## src/rtl/mmbc_regs.svh

```systemverilog
`ifndef MMBC_REGS_SVH
`define MMBC_REGS_SVH

// queue state codes, driven the cycle after the queue operation
`define MMBC_QS_NOP 2'h0
`define MMBC_QS_FIRST 2'h1
`define MMBC_QS_FLUSH 2'h2
`define MMBC_QS_NEXT 2'h3

// bus cycle kinds requested by the core
`define MMBC_KIND_MEM_RD 3'h0
`define MMBC_KIND_MEM_WR 3'h1
`define MMBC_KIND_IO_RD 3'h2
`define MMBC_KIND_IO_WR 3'h3
`define MMBC_KIND_IRQ_ACK_STROBE_N 3'h4

// half-state phases: t1, t2, t3, each wait and t4 last two core clocks, t4 only one when hold is granted
`define MMBC_PH_FIRST 1'b0
`define MMBC_PH_SECOND 1'b1

// strap level that selects minimum mode
`define MMBC_STRAP_MIN 1'b1

`endif

```

## src/rtl/mmbc_pkg.sv

```systemverilog
package mmbc_pkg;

   // gray codes along idle, t1, t2, t3, wait, t4
   typedef enum logic [2:0] {
      ST_IDLE = 3'h0,
      ST_T1 = 3'h1,
      ST_T2 = 3'h3,
      ST_T3 = 3'h2,
      ST_TW = 3'h6,
      ST_T4 = 3'h7,
      ST_HOLD = 3'h5
   } mmbc_bstate_t;

   typedef struct packed {
      logic valid;
      logic [2:0] kind;
      logic pairFirst;
   } mmbc_req_t;

   typedef struct packed {
      logic memIoSel;
      logic memIoSelOe;
      logic storeStrobe_n;
      logic storeStrobeOe;
      logic irqAckStrobe_n;
      logic addrLatchPulse;
      logic xcvrDirection;
      logic xcvrDirectionOe;
      logic xcvrOutputEnable_n;
      logic xcvrOutputEnableOe;
      logic busYieldGrant;
   } mmbc_pins_t;

   typedef struct packed {
      mmbc_bstate_t bstate;
      logic phase;
      logic minMode;
      logic floated;
      logic [2:0] curKind;
      logic [2:0] nxtKind;
      logic [2:0] driveKind;
      logic nxtPend;
      logic nxtPair;
      logic pairLock;
      logic reqTaken;
      logic [1:0] qsCode;
      mmbc_pins_t pins;
   } mmbc_state_t;

endpackage : mmbc_pkg

```

## src/rtl/mmbc_bus_control.sv

```systemverilog
`timescale 1ns/1ps
`include "mmbc_regs.svh"

module mmbc_bus_control
   import mmbc_pkg::*;
(
   // clock and reset
   input wire logic core_clk,
   input wire logic sys_rst,
   // configuration strap, caught while reset is held
   input wire logic configStrap,
   // core side: cycle requests and queue activity
   input wire mmbc_req_t cpuReq,
   output logic reqTaken,
   input wire logic [1:0] queueOp,
   // memory side: ready, low inserts wait states
   input wire logic memReady,
   // competing master
   input wire logic busYieldReq,
   // queue state pins
   output logic queueStateCodeHi,
   output logic queueStateCodeLo,
   // bus control pins with output enables
   output mmbc_pins_t busPins,
   // current bus state, for observation
   output mmbc_bstate_t busState
);

   // ----------------------------------------------------------------
   // decode helpers
   // ----------------------------------------------------------------

   function automatic logic isWrite(input logic [2:0] kind);
      isWrite = (kind == `MMBC_KIND_MEM_WR) || (kind == `MMBC_KIND_IO_WR);
   endfunction : isWrite

   function automatic logic isMem(input logic [2:0] kind);
      isMem = (kind == `MMBC_KIND_MEM_RD) || (kind == `MMBC_KIND_MEM_WR);
   endfunction : isMem

   function automatic logic isInta(input logic [2:0] kind);
      isInta = (kind == `MMBC_KIND_IRQ_ACK_STROBE_N);
   endfunction : isInta

   function automatic logic inStrobeState(input mmbc_bstate_t st);
      inStrobeState = (st == ST_T2) || (st == ST_T3) || (st == ST_TW);
   endfunction : inStrobeState

   // ----------------------------------------------------------------
   // pin derivation from the next state
   // ----------------------------------------------------------------

   // pins are computed from the next state so they leave flip-flops
   // aligned with the state they belong to
   function automatic mmbc_pins_t pinsOf(input mmbc_state_t s);
      mmbc_pins_t p;
      logic drive;
      logic denOn;
      p = '0;
      drive = 1'b0;
      denOn = 1'b0;
      p.storeStrobe_n = 1'b1;
      p.irqAckStrobe_n = 1'b1;
      p.xcvrOutputEnable_n = 1'b1;
      if (s.minMode == `MMBC_STRAP_MIN) begin
         drive = !s.floated;
         // space select of the upcoming or running cycle
         p.memIoSel = isMem(s.driveKind);
         p.memIoSelOe = drive;
         p.xcvrDirection = isWrite(s.driveKind);
         p.xcvrDirectionOe = drive;
         // store strobe in t2, t3, waits
         p.storeStrobe_n = !(isWrite(s.curKind) && inStrobeState(s.bstate));
         p.storeStrobeOe = drive;
         p.irqAckStrobe_n = !(isInta(s.curKind) && inStrobeState(s.bstate));
         // latch pulse in t1, never floated
         p.addrLatchPulse = (s.bstate == ST_T1);
         case (s.bstate)
            ST_T2: begin
               // write from start of t2, read from mid t2
               denOn = isWrite(s.curKind) || (s.phase == `MMBC_PH_SECOND);
            end
            ST_T3, ST_TW: begin
               denOn = 1'b1;
            end
            ST_T4: begin
               // ends mid t4 for all kinds
               denOn = (s.phase == `MMBC_PH_FIRST);
            end
            default: begin
               denOn = 1'b0;
            end
         endcase
         p.xcvrOutputEnable_n = !denOn;
         p.xcvrOutputEnableOe = drive;
         p.busYieldGrant = (s.bstate == ST_HOLD);
      end
      pinsOf = p;
   endfunction : pinsOf

   // ----------------------------------------------------------------
   // state
   // ----------------------------------------------------------------

   mmbc_state_t s_q;
   mmbc_state_t s_d;

   localparam mmbc_state_t RESET_STATE = '{
      bstate: ST_IDLE,
      phase: `MMBC_PH_FIRST,
      minMode: 1'b0,
      floated: 1'b0,
      curKind: `MMBC_KIND_MEM_RD,
      nxtKind: `MMBC_KIND_MEM_RD,
      driveKind: `MMBC_KIND_MEM_RD,
      nxtPend: 1'b0,
      nxtPair: 1'b0,
      pairLock: 1'b0,
      reqTaken: 1'b0,
      qsCode: `MMBC_QS_NOP,
      pins: '{
         memIoSel: 1'b0,
         memIoSelOe: 1'b0,
         storeStrobe_n: 1'b1,
         storeStrobeOe: 1'b0,
         irqAckStrobe_n: 1'b1,
         addrLatchPulse: 1'b0,
         xcvrDirection: 1'b0,
         xcvrDirectionOe: 1'b0,
         xcvrOutputEnable_n: 1'b1,
         xcvrOutputEnableOe: 1'b0,
         busYieldGrant: 1'b0
      }
   };

   // ----------------------------------------------------------------
   // next state
   // ----------------------------------------------------------------

   always_comb begin
      logic canTake;
      logic yieldOk;
      canTake = 1'b0;
      yieldOk = 1'b0;
      s_d = s_q;
      s_d.reqTaken = 1'b0;
      s_d.phase = !s_q.phase;
      // registered, so it shows one cycle after the operation
      s_d.qsCode = queueOp;
      // hold handshake only exists in minimum mode
      // no release inside an odd-address word pair
      yieldOk = (s_q.minMode == `MMBC_STRAP_MIN) && busYieldReq &&
                !s_q.pairLock;

      case (s_q.bstate)
         ST_IDLE: begin
            if (s_q.phase == `MMBC_PH_FIRST) begin
               if (yieldOk) begin
                  // grant rises in the middle of idle
                  // lines float at the same moment
                  s_d.bstate = ST_HOLD;
                  s_d.floated = 1'b1;
               end else begin
                  canTake = !s_q.nxtPend;
               end
            end else if (s_q.nxtPend) begin
               s_d.bstate = ST_T1;
            end
         end
         ST_T1: begin
            if (s_q.phase == `MMBC_PH_SECOND) begin
               s_d.bstate = ST_T2;
            end
         end
         ST_T2: begin
            if (s_q.phase == `MMBC_PH_SECOND) begin
               s_d.bstate = ST_T3;
            end
         end
         ST_T3, ST_TW: begin
            if (s_q.phase == `MMBC_PH_SECOND) begin
               // ready sampled at the end of t3 or each wait
               if (memReady) begin
                  s_d.bstate = ST_T4;
                  // next cycle's select is set at t4 entry
                  canTake = !s_q.nxtPend;
               end else begin
                  s_d.bstate = ST_TW;
               end
            end
         end
         ST_T4: begin
            if (s_q.phase == `MMBC_PH_FIRST) begin
               if (yieldOk) begin
                  // grant rises in the middle of t4
                  // lines float at the same moment
                  s_d.bstate = ST_HOLD;
                  s_d.floated = 1'b1;
               end
            end else if (s_q.nxtPend) begin
               s_d.bstate = ST_T1;
            end else begin
               s_d.bstate = ST_IDLE;
            end
         end
         ST_HOLD: begin
            // request seen low lowers the grant, lines stay off
            if (s_q.phase == `MMBC_PH_SECOND && !busYieldReq) begin
               s_d.bstate = ST_IDLE;
            end
         end
         default: begin
            s_d.bstate = ST_IDLE;
         end
      endcase

      // accept the next cycle request
      if (canTake && cpuReq.valid) begin
         s_d.nxtPend = 1'b1;
         s_d.nxtKind = cpuReq.kind;
         s_d.nxtPair = cpuReq.pairFirst;
         s_d.driveKind = cpuReq.kind;
         s_d.reqTaken = 1'b1;
         // drive again only once a cycle is needed
         s_d.floated = 1'b0;
      end

      // cycle start: pending request becomes the running one
      if (s_d.bstate == ST_T1 && s_q.bstate != ST_T1) begin
         s_d.curKind = s_q.nxtKind;
         s_d.nxtPend = 1'b0;
         // lock holds until the second half has started
         s_d.pairLock = s_q.nxtPair;
         // a cycle left pending across a hold drives again here
         s_d.floated = 1'b0;
      end

      s_d.pins = pinsOf(s_d);
   end

   // ----------------------------------------------------------------
   // register
   // ----------------------------------------------------------------

   // strap is caught by the clock while reset is held
   always_ff @(posedge core_clk) begin
      if (sys_rst) begin
         s_q <= RESET_STATE;
         s_q.minMode <= configStrap;
      end else begin
         s_q <= s_d;
      end
   end

   // ----------------------------------------------------------------
   // outputs
   // ----------------------------------------------------------------

   assign reqTaken = s_q.reqTaken;
   assign queueStateCodeHi = s_q.qsCode[1];
   assign queueStateCodeLo = s_q.qsCode[0];
   assign busPins = s_q.pins;
   assign busState = s_q.bstate;

endmodule : mmbc_bus_control

```

## config.mk

```make
export PLATFORM = sky130hd
export DESIGN_NAME = mmbc_bus_control
export DESIGN_NICKNAME = d
export VERILOG_FILES = /design/src/rtl/mmbc_pkg.sv /design/src/rtl/mmbc_bus_control.sv
export VERILOG_INCLUDE_DIRS = /design/src /design/src/rtl
export SDC_FILE = /design/constraint.sdc
export NUM_CORES = 1
export LEC_CHECK = 0
export ABC_AREA = 0
export BUFFER_PORTS_ARGS = -buffer_cell sky130_fd_sc_hd__buf_2
export CORE_ASPECT_RATIO = 2
export CORE_MARGIN = 2
export CORE_UTILIZATION = 48
export DETAILED_ROUTE_END_ITERATION = 10
export GPL_TIMING_DRIVEN = 0
export PLACE_DENSITY = 0.73
export SLEW_MARGIN = 5
export SYNTH_ARGS = -nofsm -noshare
export SYNTH_HDL_FRONTEND = slang
export SYNTH_SLANG_ARGS = --single-unit
```

## constraint.sdc

```tcl
create_clock -name core_clk -period 1.8 [get_ports core_clk]
set_clock_uncertainty 0.2 [all_clocks]
set_input_delay 0.09 -clock core_clk [delete_from_list [all_inputs] [get_ports core_clk]]
set_output_delay 0.09 -clock core_clk [all_outputs]
set_load 0.01 [all_outputs]
```

# Word level (Yosys, flattened, before mapping)

Cells that the tools add are included.

Add/subtract/negate cells: 0
$mul: 0
Divide/modulo/power cells: 0
Order comparisons: 0
Eq/ne operators: 18
Shift operators: 0
Mux-type cells: 25
Bitwise gates (word level): 1
Reduce and logical (&&, ||, !) cells: 28

Operators by type and width:

| operator                                               | number |
|---|---|
| 2-to-1 mux 3 bit                                       | 8 |
| equality test 3 bit (second input constant)            | 7 |
| equality test 3 x 2 -> 1 bit (second input constant)   | 6 |
| one-hot mux 3 bit (6 select lines)                     | 1 |
| equality test 3 x 1 -> 1 bit (second input constant)   | 4 |
| 2-to-1 mux 1 bit                                       | 12 |
| OR reduction 2 bit                                     | 5 |
| zero test 1 bit                                        | 8 |
| logical AND 1 bit                                      | 7 |
| zero test 3 bit                                        | 2 |
| logical OR 1 bit                                       | 6 |
| 2-to-1 mux 5 bit                                       | 1 |
| 2-to-1 mux 4 bit                                       | 1 |
| inequality test 3 x 1 -> 1 bit (second input constant) | 1 |
| one-hot mux 1 bit (3 select lines)                     | 1 |
| one-hot mux 1 bit (2 select lines)                     | 1 |
| inverter 1 bit                                         | 1 |

Register bits after elaboration: 29
Latch bits: 0
Memory bits (writable): 0
Memory bits (read-only): 0
Input bits: 12
Output and inout port bits: 17
Logic and storage cells: 92
Memories: 0

# Logic depth before layout (Yosys ltp)

Gate-level depths: netlist (run 1).

Depth after elaboration: 14
Depth in mapped cells: 8
Gate-level depth less buffers: 6

# Worst setup path before layout (run 1)

OpenSTA, ideal clock, no wires.

Path kind: reg-to-reg
From: register s_q, in the netlist s_d[27]
To: register s_q, in the netlist busPins[2]
Setup time: 124 ps
Arrival: 1640 ps
Required time: 1476 ps
Path slack: -164 ps
Stages on the path, launching flop included: 8
Buffers on the path: 1
Period minus slack after synthesis: 1964 ps
Path through: edfxtp_1 and3b_1 nor3_4 a2bb2oi_2 and3b_1 buf_6 o32ai_2 o21ai_1

Cells in the longest elaborated chain, start to end: 14
Elaborated cells on any way between the ends: 23
Classes of those cells: eq/ne: 7; mux: 7; bitwise: 1; reduce/logical: 8

Ends and longest elaborated chain:

| what                                                                                          | RTL line                                         | text |
|---|---|---|
| from (decl)                                                                                   | mmbc_bus_control.sv:105                          | `mmbc_state_t s_q;` |
| logical AND 1 bit (2 in a row)                                                                | mmbc_bus_control.sv:152                          | `` yieldOk = (s_q.minMode == `MMBC_STRAP_MIN) && busYieldReq && `` |
| 2-to-1 mux 3 bit                                                                              | mmbc_bus_control.sv:158, mmbc_bus_control.sv:194 |  |
| 2-to-1 mux 3 bit (on tied branches)                                                           | mmbc_bus_control.sv:193, mmbc_bus_control.sv:157 |  |
| one-hot mux 3 bit (6 select lines)                                                            | mmbc_bus_control.sv:155                          | `case (s_q.bstate)` |
| equality test 3 x 1 -> 1 bit                                                                  | mmbc_bus_control.sv:229                          | `if (s_d.bstate == ST_T1 && s_q.bstate != ST_T1) begin` |
| logical AND 1 bit                                                                             | mmbc_bus_control.sv:229                          |  |
| 2-to-1 mux 4 bit                                                                              | mmbc_bus_control.sv:229                          |  |
| equality test 3 x 1 -> 1 bit (no line) / equality test 3 x 2 -> 1 bit (equally long branches) | -                                                |  |
| logical OR 1 bit                                                                              | mmbc_bus_control.sv:34                           | `` isWrite = (kind == `MMBC_KIND_MEM_WR) \|\| (kind == `MMBC_KIND_IO_WR); `` |
| logical OR 1 bit                                                                              | mmbc_bus_control.sv:81                           | `` denOn = isWrite(s.curKind) \|\| (s.phase == `MMBC_PH_SECOND); `` |
| one-hot mux 1 bit (3 select lines)                                                            | mmbc_bus_control.sv:78                           | `case (s.bstate)` |
| 2-to-1 mux 1 bit                                                                              | mmbc_bus_control.sv:65                           | `` if (s.minMode == `MMBC_STRAP_MIN) begin `` |
| zero test 1 bit                                                                               | mmbc_bus_control.sv:94                           | `p.xcvrOutputEnable_n = !denOn;` |

Several ways; a longest one is shown, not always the timed one. The select of a mux whose other input is x is not followed.
A chain may end at the register's enable or synchronous reset.

# Worst setup path in the final report (run 1)

From: register s_q[28] in the netlist's numbering
To: register s_q, in the netlist busPins[1]

Cells in the longest elaborated chain, start to end: 7
Elaborated cells on any way between the ends: 19
Classes of those cells: eq/ne: 1; mux: 14; reduce/logical: 4

Ends and longest elaborated chain:

| what                               | RTL line                | text |
|---|---|---|
| logical AND 1 bit                  | mmbc_bus_control.sv:208 | `` if (s_q.phase == `MMBC_PH_SECOND && !busYieldReq) begin `` |
| 2-to-1 mux 3 bit                   | mmbc_bus_control.sv:208 |  |
| one-hot mux 3 bit (6 select lines) | mmbc_bus_control.sv:155 |  |
| equality test 3 x 1 -> 1 bit       | mmbc_bus_control.sv:229 |  |
| logical AND 1 bit                  | mmbc_bus_control.sv:229 |  |
| 2-to-1 mux 4 bit (*)               | mmbc_bus_control.sv:229 |  |
| zero test 1 bit (*)                | mmbc_bus_control.sv:66  | `drive = !s.floated;` |

Every way passes the cells marked *; elsewhere a longest branch is shown, timed or not.

==> results of run 1 <==
[power by group through the flow]
stage / sequential [mW] / combinational (mW) / clock (mW)
after detailed placement: 0.730 / 0.364 / 0
after global placement: 0.727 / 0.354 / 0
after floorplan: 0.725 / 0.278 / 0
after global routing: 0.731 / 0.628 / 0.533
final: 0.725 / 0.586 / 0.504
after CTS: 0.721 / 0.459 / 0.505
[how the worst min path moves through the flow]
| stage | to | slack (ns) | cells after the start |
|---|---|---|---|
| 6_report | reqTaken | 0.01 | 4 |
| 5_1_grt | reqTaken | 0.04 | 4 |
| 4_1_cts | busPins[10] | 0.008 | 4 |
| 3_5_place_dp | s_d[27] | 0.07 | 1 |
| 3_3_place_gp | s_d[27] | 0.07 | 1 |
| 2_1_floorplan | s_d[27] | -0.01 | 0 |
[metrics by stage]
| stage | util | instance area (um^2) | cells | setup TNS, ns |
|---|---|---|---|---|
| after floorplan | - | 1360 | 149 | -0.575 |
| after global placement | 0.560 | 1530 | 206 | -3.53 |
| after detailed placement | 0.560 | 1530 | 206 | -4.15 |
| after CTS | 0.651 | 1780 | 226 | -2.28 |
| after global routing | 0.727 | 1990 | 235 | -3.97 |
| final | 0.727 | 1990 | 235 | -2.60 |
[cells in the mapped netlist (2+ instances only)]
master	instances
a211oi_1	2
a21oi_1	10
and3_1	2
and3b_1	2
buf_4	14
buf_6	4
clkbuf_1	3
dfxtp_1	28
inv_1	3
mux2i_1	4
nand2_1	15
nand2b_1	2
nand3_1	2
nand3b_1	3
nor2_1	17
nor2b_1	3
nor3_1	4
o21ai_0	3
o21ai_1	3
or3_1	2
[flip-flops by register name, indices dropped and copies added, names as in the netlist]
name              flops
busPins               8
busState              3
queueStateCodeHi      1
queueStateCodeLo      1
reqTaken              1
s_d                   1
s_q                  14
[cells by family (layout without fill, tap and decap cells)]
group,Yosys count,in the layout
AOI/OAI and AO/OA,30,30
muxes,4,4
buffers and inverters,27,84
and+or+nand+nor,59,59
DFF,29,29
[area by class of cell]
type,instances,share of cell area
Buffer,21,0.0855
Clock buffer,6,0.0365
Clock inverter,1,0.00252
Inverter,4,0.00755
Multi-Input combinational cell,93,0.373
Sequential cell,29,0.300
Tap cell,29,0.0182
Timing Repair Buffer,52,0.177
[worst max-delay path: stages (launching register included)]
cell	delay, ns
dfxtp_1	0.34
buf_6	0.15
buf_4	0.14
a211oi_2	0.27
a31oi_2	0.09
and3b_2	0.25
buf_6	0.13
buf_4	0.13
o21ba_4	0.20
[layout by cell type (no fill, tap or decap), types with 3 or more instances in the layout]
cell,netlist,layout
a21oi_1,10,3
nor2b_1,3,3
nand2_1,15,7
dlygate4sd3_1,0,8
inv_1,3,3
o21ai_1,3,3
clkbuf_8,0,5
nor2_1,17,17
nand2_2,0,6
a21oi_2,0,7
mux2i_1,4,4
nor3_4,1,3
nand3b_1,3,3
dfxtp_1,28,25
buf_4,14,27
buf_2,1,28
buf_6,4,8
[timing repair]
| item | 4_1_cts | 5_1_grt |
|---|---|---|
| endpoints found under the hold margin | 13 | 0 |
| cloned | 1 | 1 |
| resized for setup | 14 | 40 |
| hold buffers | 8 | 0 |
| setup endpoints to repair | 20 | 22 |
| pin swaps | 5 | 8 |
| buffers inserted | 6 | 8 |
[routing by layer]
metal | GRT usage | share of wire | routed length [um]
met5 | 0 | 0 | 0
met4 | 0.145 | 0.044 | 155
met2 | 0.430 | 0.58 | 2070
met1 | 0.183 | 0.33 | 1160
met3 | 0.0591 | 0.045 | 161
==> reports/metrics.yaml, run 1 <==
antennaDiodeCount: 0
finalSetupViolations: 21
firstDrtPassIters: 4
slew_headroom: 0.609
final_nets: 218
whs_ns: 0.0130
pre_cts_slack_ns: -0.361
switchingPower_uw: 552
worstPathRequired_ns: 1.78
swShare: 0.304
overflow: 0
cts_buffer_depth: 2
multi_input_area_um2: 742
grt_pass1_wl_mm: 5.38
nFillCells: 184
gp_congestion: 0.803
synth_top_area_share: 0.414
syn_inst: 149
rsz0062_at_grt: "true"
start_util: 0.495
drc: 0
root_buffer: "clkbuf_8"
synth_seq_cells: 29
synth_edf_count: 1
antenna_left: 0
startpoint: "s_q[28]"
p_seq_frac: 0.399
clk_pin_slew_ns: 0.06
fin_crit_sh: 1.12
drv_slew: 0
avgSynthCellArea_um2: 9.09
worstSkewPairLatency_ns: 0.29
cp-endpoint: "busPins[1]"
grt_util_all_layers: 0.221
synth_top_family_by_area: "simple AND/OR/NAND/NOR gates"
cap_viol_max_count: 0
status: "complete, but fails checks"
grt_max_degree: 11
cts_tree: "built"
fmax_mhz: 497
area_delta_synth_final_pct: 46.8
coreArea_mm2: 0.00274
synthAdderAreaFrac: 0
hpwl_mm: 2.12
netlist-cell-type-count: 43
p_total_mw: 1.82
p_leak_nw: 0.860
rows: 27
worst_pin_slew_ns: 0.586
synth-simple-area-share: 0.241
design.die.area_mm2: 0.00329
power.density_mw_per_mm2: 913
crit_path_start_kind: "register"
hold_viol: 0
die_y_um: 79.1
io_pins: 29
totalWireLength_mm: 3.54
r2r_cells: 8
drtIter0Drc: 60
drt-vias-per-instance: 5.36
grt_pass1_vias: 1232
combPwrFrac: 0.323
synthArstFlopShare: 0
synth_top_cells_by_area: "dfxtp_1, buf_4, nor2_1"
die_w_um: 41.6
ys_seq_area_frac: 0.436
endpoint_kind: "register"
clkPwrFrac: 0.278
io_buffers: 28
irDropWorstVdd_mv: 0.820
setup_slack_ns: -0.211
clock_sinks: 29
netlist_area_mm2: 0.00136
failed_checks: "negative setup slack"
r2r-end: "busPins[1]"
htree_levels: 2
ys_warn_count: 0
hold_class: "in -> reg"
hold_path.startpoint: "cpuReq[4]"
wl_per_cell_um: 15.1
post-route-min-period_ns: 2.01
synth_compound_area_frac: 0.157
arrival_ns: 1.99
postSynthNetCount: 161
num_vias: 1260
r2r_start: "s_q[28]"
seq_area_um2: 597
cp_max_fo: 9
synth_top_cell_by_area: "dfxtp_1"
synth_xor_area_frac: 0
ys.flop_type: "dfxtp_1"
reg2reg_setup_slack_ns: -0.21
drive_gt1_frac: 0.534
antenna_found_initial: 0
worst-setup-path-type: "reg -> reg"
synth.mux.area_fraction: 0.0295
p_int_mw: 1.26
cts_buffers: 5
Note: power is estimated with default switching activity, not from simulation.
==> run 2, diff against run 1 <==
--- a/config.mk
+++ b/config.mk
@@ -14,6 +14,7 @@
 export DETAILED_ROUTE_END_ITERATION = 10
 export GPL_TIMING_DRIVEN = 0
 export PLACE_DENSITY = 0.73
+export REMOVE_ABC_BUFFERS = 1
 export SLEW_MARGIN = 5
 export SYNTH_ARGS = -nofsm -noshare
 export SYNTH_HDL_FRONTEND = slang
==> run 2 against run 1 <==
  * The run still ends with negative setup slack left
  * Count of clock-buffer cells in the layout increased by 1
  * Worst hold slack improved by 0.18 ns
  * Combinational power decreased by 23%
  * Cell area decreased by 9.2%
  * Via count decreased by 2.9%
  * Register-to-register slack improved by 0.02 ns
  * Setup slack improved by 0.018 ns
  * Maximum frequency increased by 0.92%
  * Power increased by 3.7%
  * Sequential share of layout area increased by 3.5 points
  * Sequential power increased by 2%
  * Critical endpoint is now s_q[25]
  * Highest routed layer unchanged
==> reports/metrics.yaml, run 2 (synthesis results as in run 1) <==
status: "complete, but fails checks"
failed_checks: "negative setup slack"
seq_area_um2: 606
drive_gt1_frac: 0.417
final_common_cell: "buf_2"
irDropWorstVdd_mv: 0.928
coreArea_mm2: 0.00274
grt_pass1_wl_mm: 5.35
antenna_left: 0
grt_pass1_vias: 1224
rsz0062_at_grt: "true"
p_total_mw: 1.88
die_w_um: 41.6
worst_pin_slew_ns: 0.353
worst-setup-path-type: "reg -> reg"
design.die.area_mm2: 0.00329
hpwl_mm: 1.97
final_cell_mix: "buf_2, dfxtp_1, buf_4"
crit_path_start_kind: "register"
crit_buf_inv: 1
htree_levels: 2
p_leak_nw: 0.773
cts_tree: "built"
hold_viol: 0
worstPathCellList: "and3b_2, nor2_1, o21ai_2, and3b_2, buf_4, mux2i_1, nor2_1"
worstSkewPairLatency_ns: 0.28
cts_buffer_depth: 2
cts_buffers: 5
overflow: 0
largest_reg_flops: 14
finalSetupViolations: 20
start_util: 0.495
num_vias: 1224
nFillCells: 206
regMostFlops: "s_q"
drc: 0
setup_slack_ns: -0.192
top_usage_layer: "met2"
io_buffers: 28
cp_slowest_stage_delay_ns: 0.40
arrival_ns: 1.96
root_buffer: "clkbuf_8"
gp_congestion: 0.864
wl_per_cell_um: 15.0
grt_util_all_layers: 0.215
slowest_stage: "edfxtp_1"
cpLargestDelayFamily: "simple AND/OR/NAND/NOR gates"
final_nets: 203
dp.cells: 183
clk_pin_slew_ns: 0.06
instances_no_fill: 221
power.density_mw_per_mm2: 1040
cap_viol_max_count: 0
endpoint_kind: "register"
fmax_mhz: 502
grt_use_met3: 0.0568
multi_input_area_um2: 634
drv_slew: 0
cp_max_fo: 7
rows: 27
antenna_found_initial: 0
drt-vias-per-instance: 5.54
totalWireLength_mm: 3.32
grt_max_degree: 21
die_y_um: 79.1
post-route-min-period_ns: 1.99
grt_use_met2: 0.425
fin_crit_sh: 1.11
use_met1: 0.190
firstDrtPassIters: 4
antennaDiodeCount: 0
io_pins: 29
clock_sinks: 29
drtIter0Drc: 35
hold_class: "in -> reg"
area_delta_synth_final_pct: 33.3
slew_headroom: 0.762
worstPathRequired_ns: 1.76
-- run 2: changes by cell type in the layout (fill, tap and decap cells not counted), moves of 2 or more --
cell     before  now
nand2_2       6    0
o21ai_0       1    3
a21oi_2       7    0
a21oi_1       3   10
buf_6         8    3
dfxtp_4       1    4
nand2_4       2    0
buf_4        27   18
nand2_1       7   15
nor3_1        2    4
dfxtp_2       2    0
-- run 2: worst paths after layout --
| path | start | slack, ns | depth (start not counted) | endpoint |
|---|---|---|---|---|
| worst max-delay path | s_d[27] | -0.19 | 7 | s_q[25] |
| worst min register to register | s_q[17] | 0.26 | 2 | s_q[17] |
| worst max register to register | s_d[27] | -0.19 | 7 | s_q[25] |
| worst min-delay path | memReady | 0.20 | 6 | busPins[10] |
-- run 2: what timing repair did --
action / 4_1_cts / 5_1_grt
endpoints found under the hold margin: 15 / 0
setup buffers: 18 / 3
resized for setup: 17 / 8
pin swaps: 9 / 3
endpoints found under the setup margin: 22 / 22
cloned: 0 / 0
hold buffers: 9 / 0
-- run 2: power breakdown --
group          switching, mW  internal, mW
Combinational          0.216         0.238
Sequential            0.0464         0.690
Clock                  0.242         0.450
-- run 2: per-stage QoR --
stage                     TNS, ns  utilization  hold WS (ns)  instance area [um^2]  setup WS [ns]
final                       -2.75        0.660         0.197                  1810         -0.192
after global routing        -4.81        0.660         0.238                  1810         -0.300
after CTS                   -1.86        0.637         0.175                  1740         -0.138
after detailed placement    -7.34        0.497        0.0688                  1360         -0.585
after global placement      -6.58        0.497        0.0682                  1360         -0.536
after floorplan             -2.20            -       -0.0433                  1180         -0.274
-- run 2: area by class of cell --
class	instances	share of cell area
Timing Repair Buffer	58	0.221
Clock buffer	7	0.0478
Multi-Input combinational cell	93	0.351
Sequential cell	29	0.335
Inverter	4	0.00831
Tap cell	29	0.0201
Clock inverter	1	0.0166
-- run 2: metal layers --
layer | up-vias | routed length (um) | share of wire
li1 | 583 | - | -
met1 | 579 | 1080 | 0.32
met2 | 49 | 1980 | 0.60
met3 | 13 | 144 | 0.043
met4 | 0 | 121 | 0.036
met5 | - | 0 | 0
-- run 2: worst register-to-register path: stages (launching register included) --
cell and delay, ns:
edfxtp_1 0.40, and3b_2 0.25, nor2_1 0.07, o21ai_2 0.21
and3b_2 0.34, buf_4 0.15, mux2i_1 0.19, nor2_1 0.05
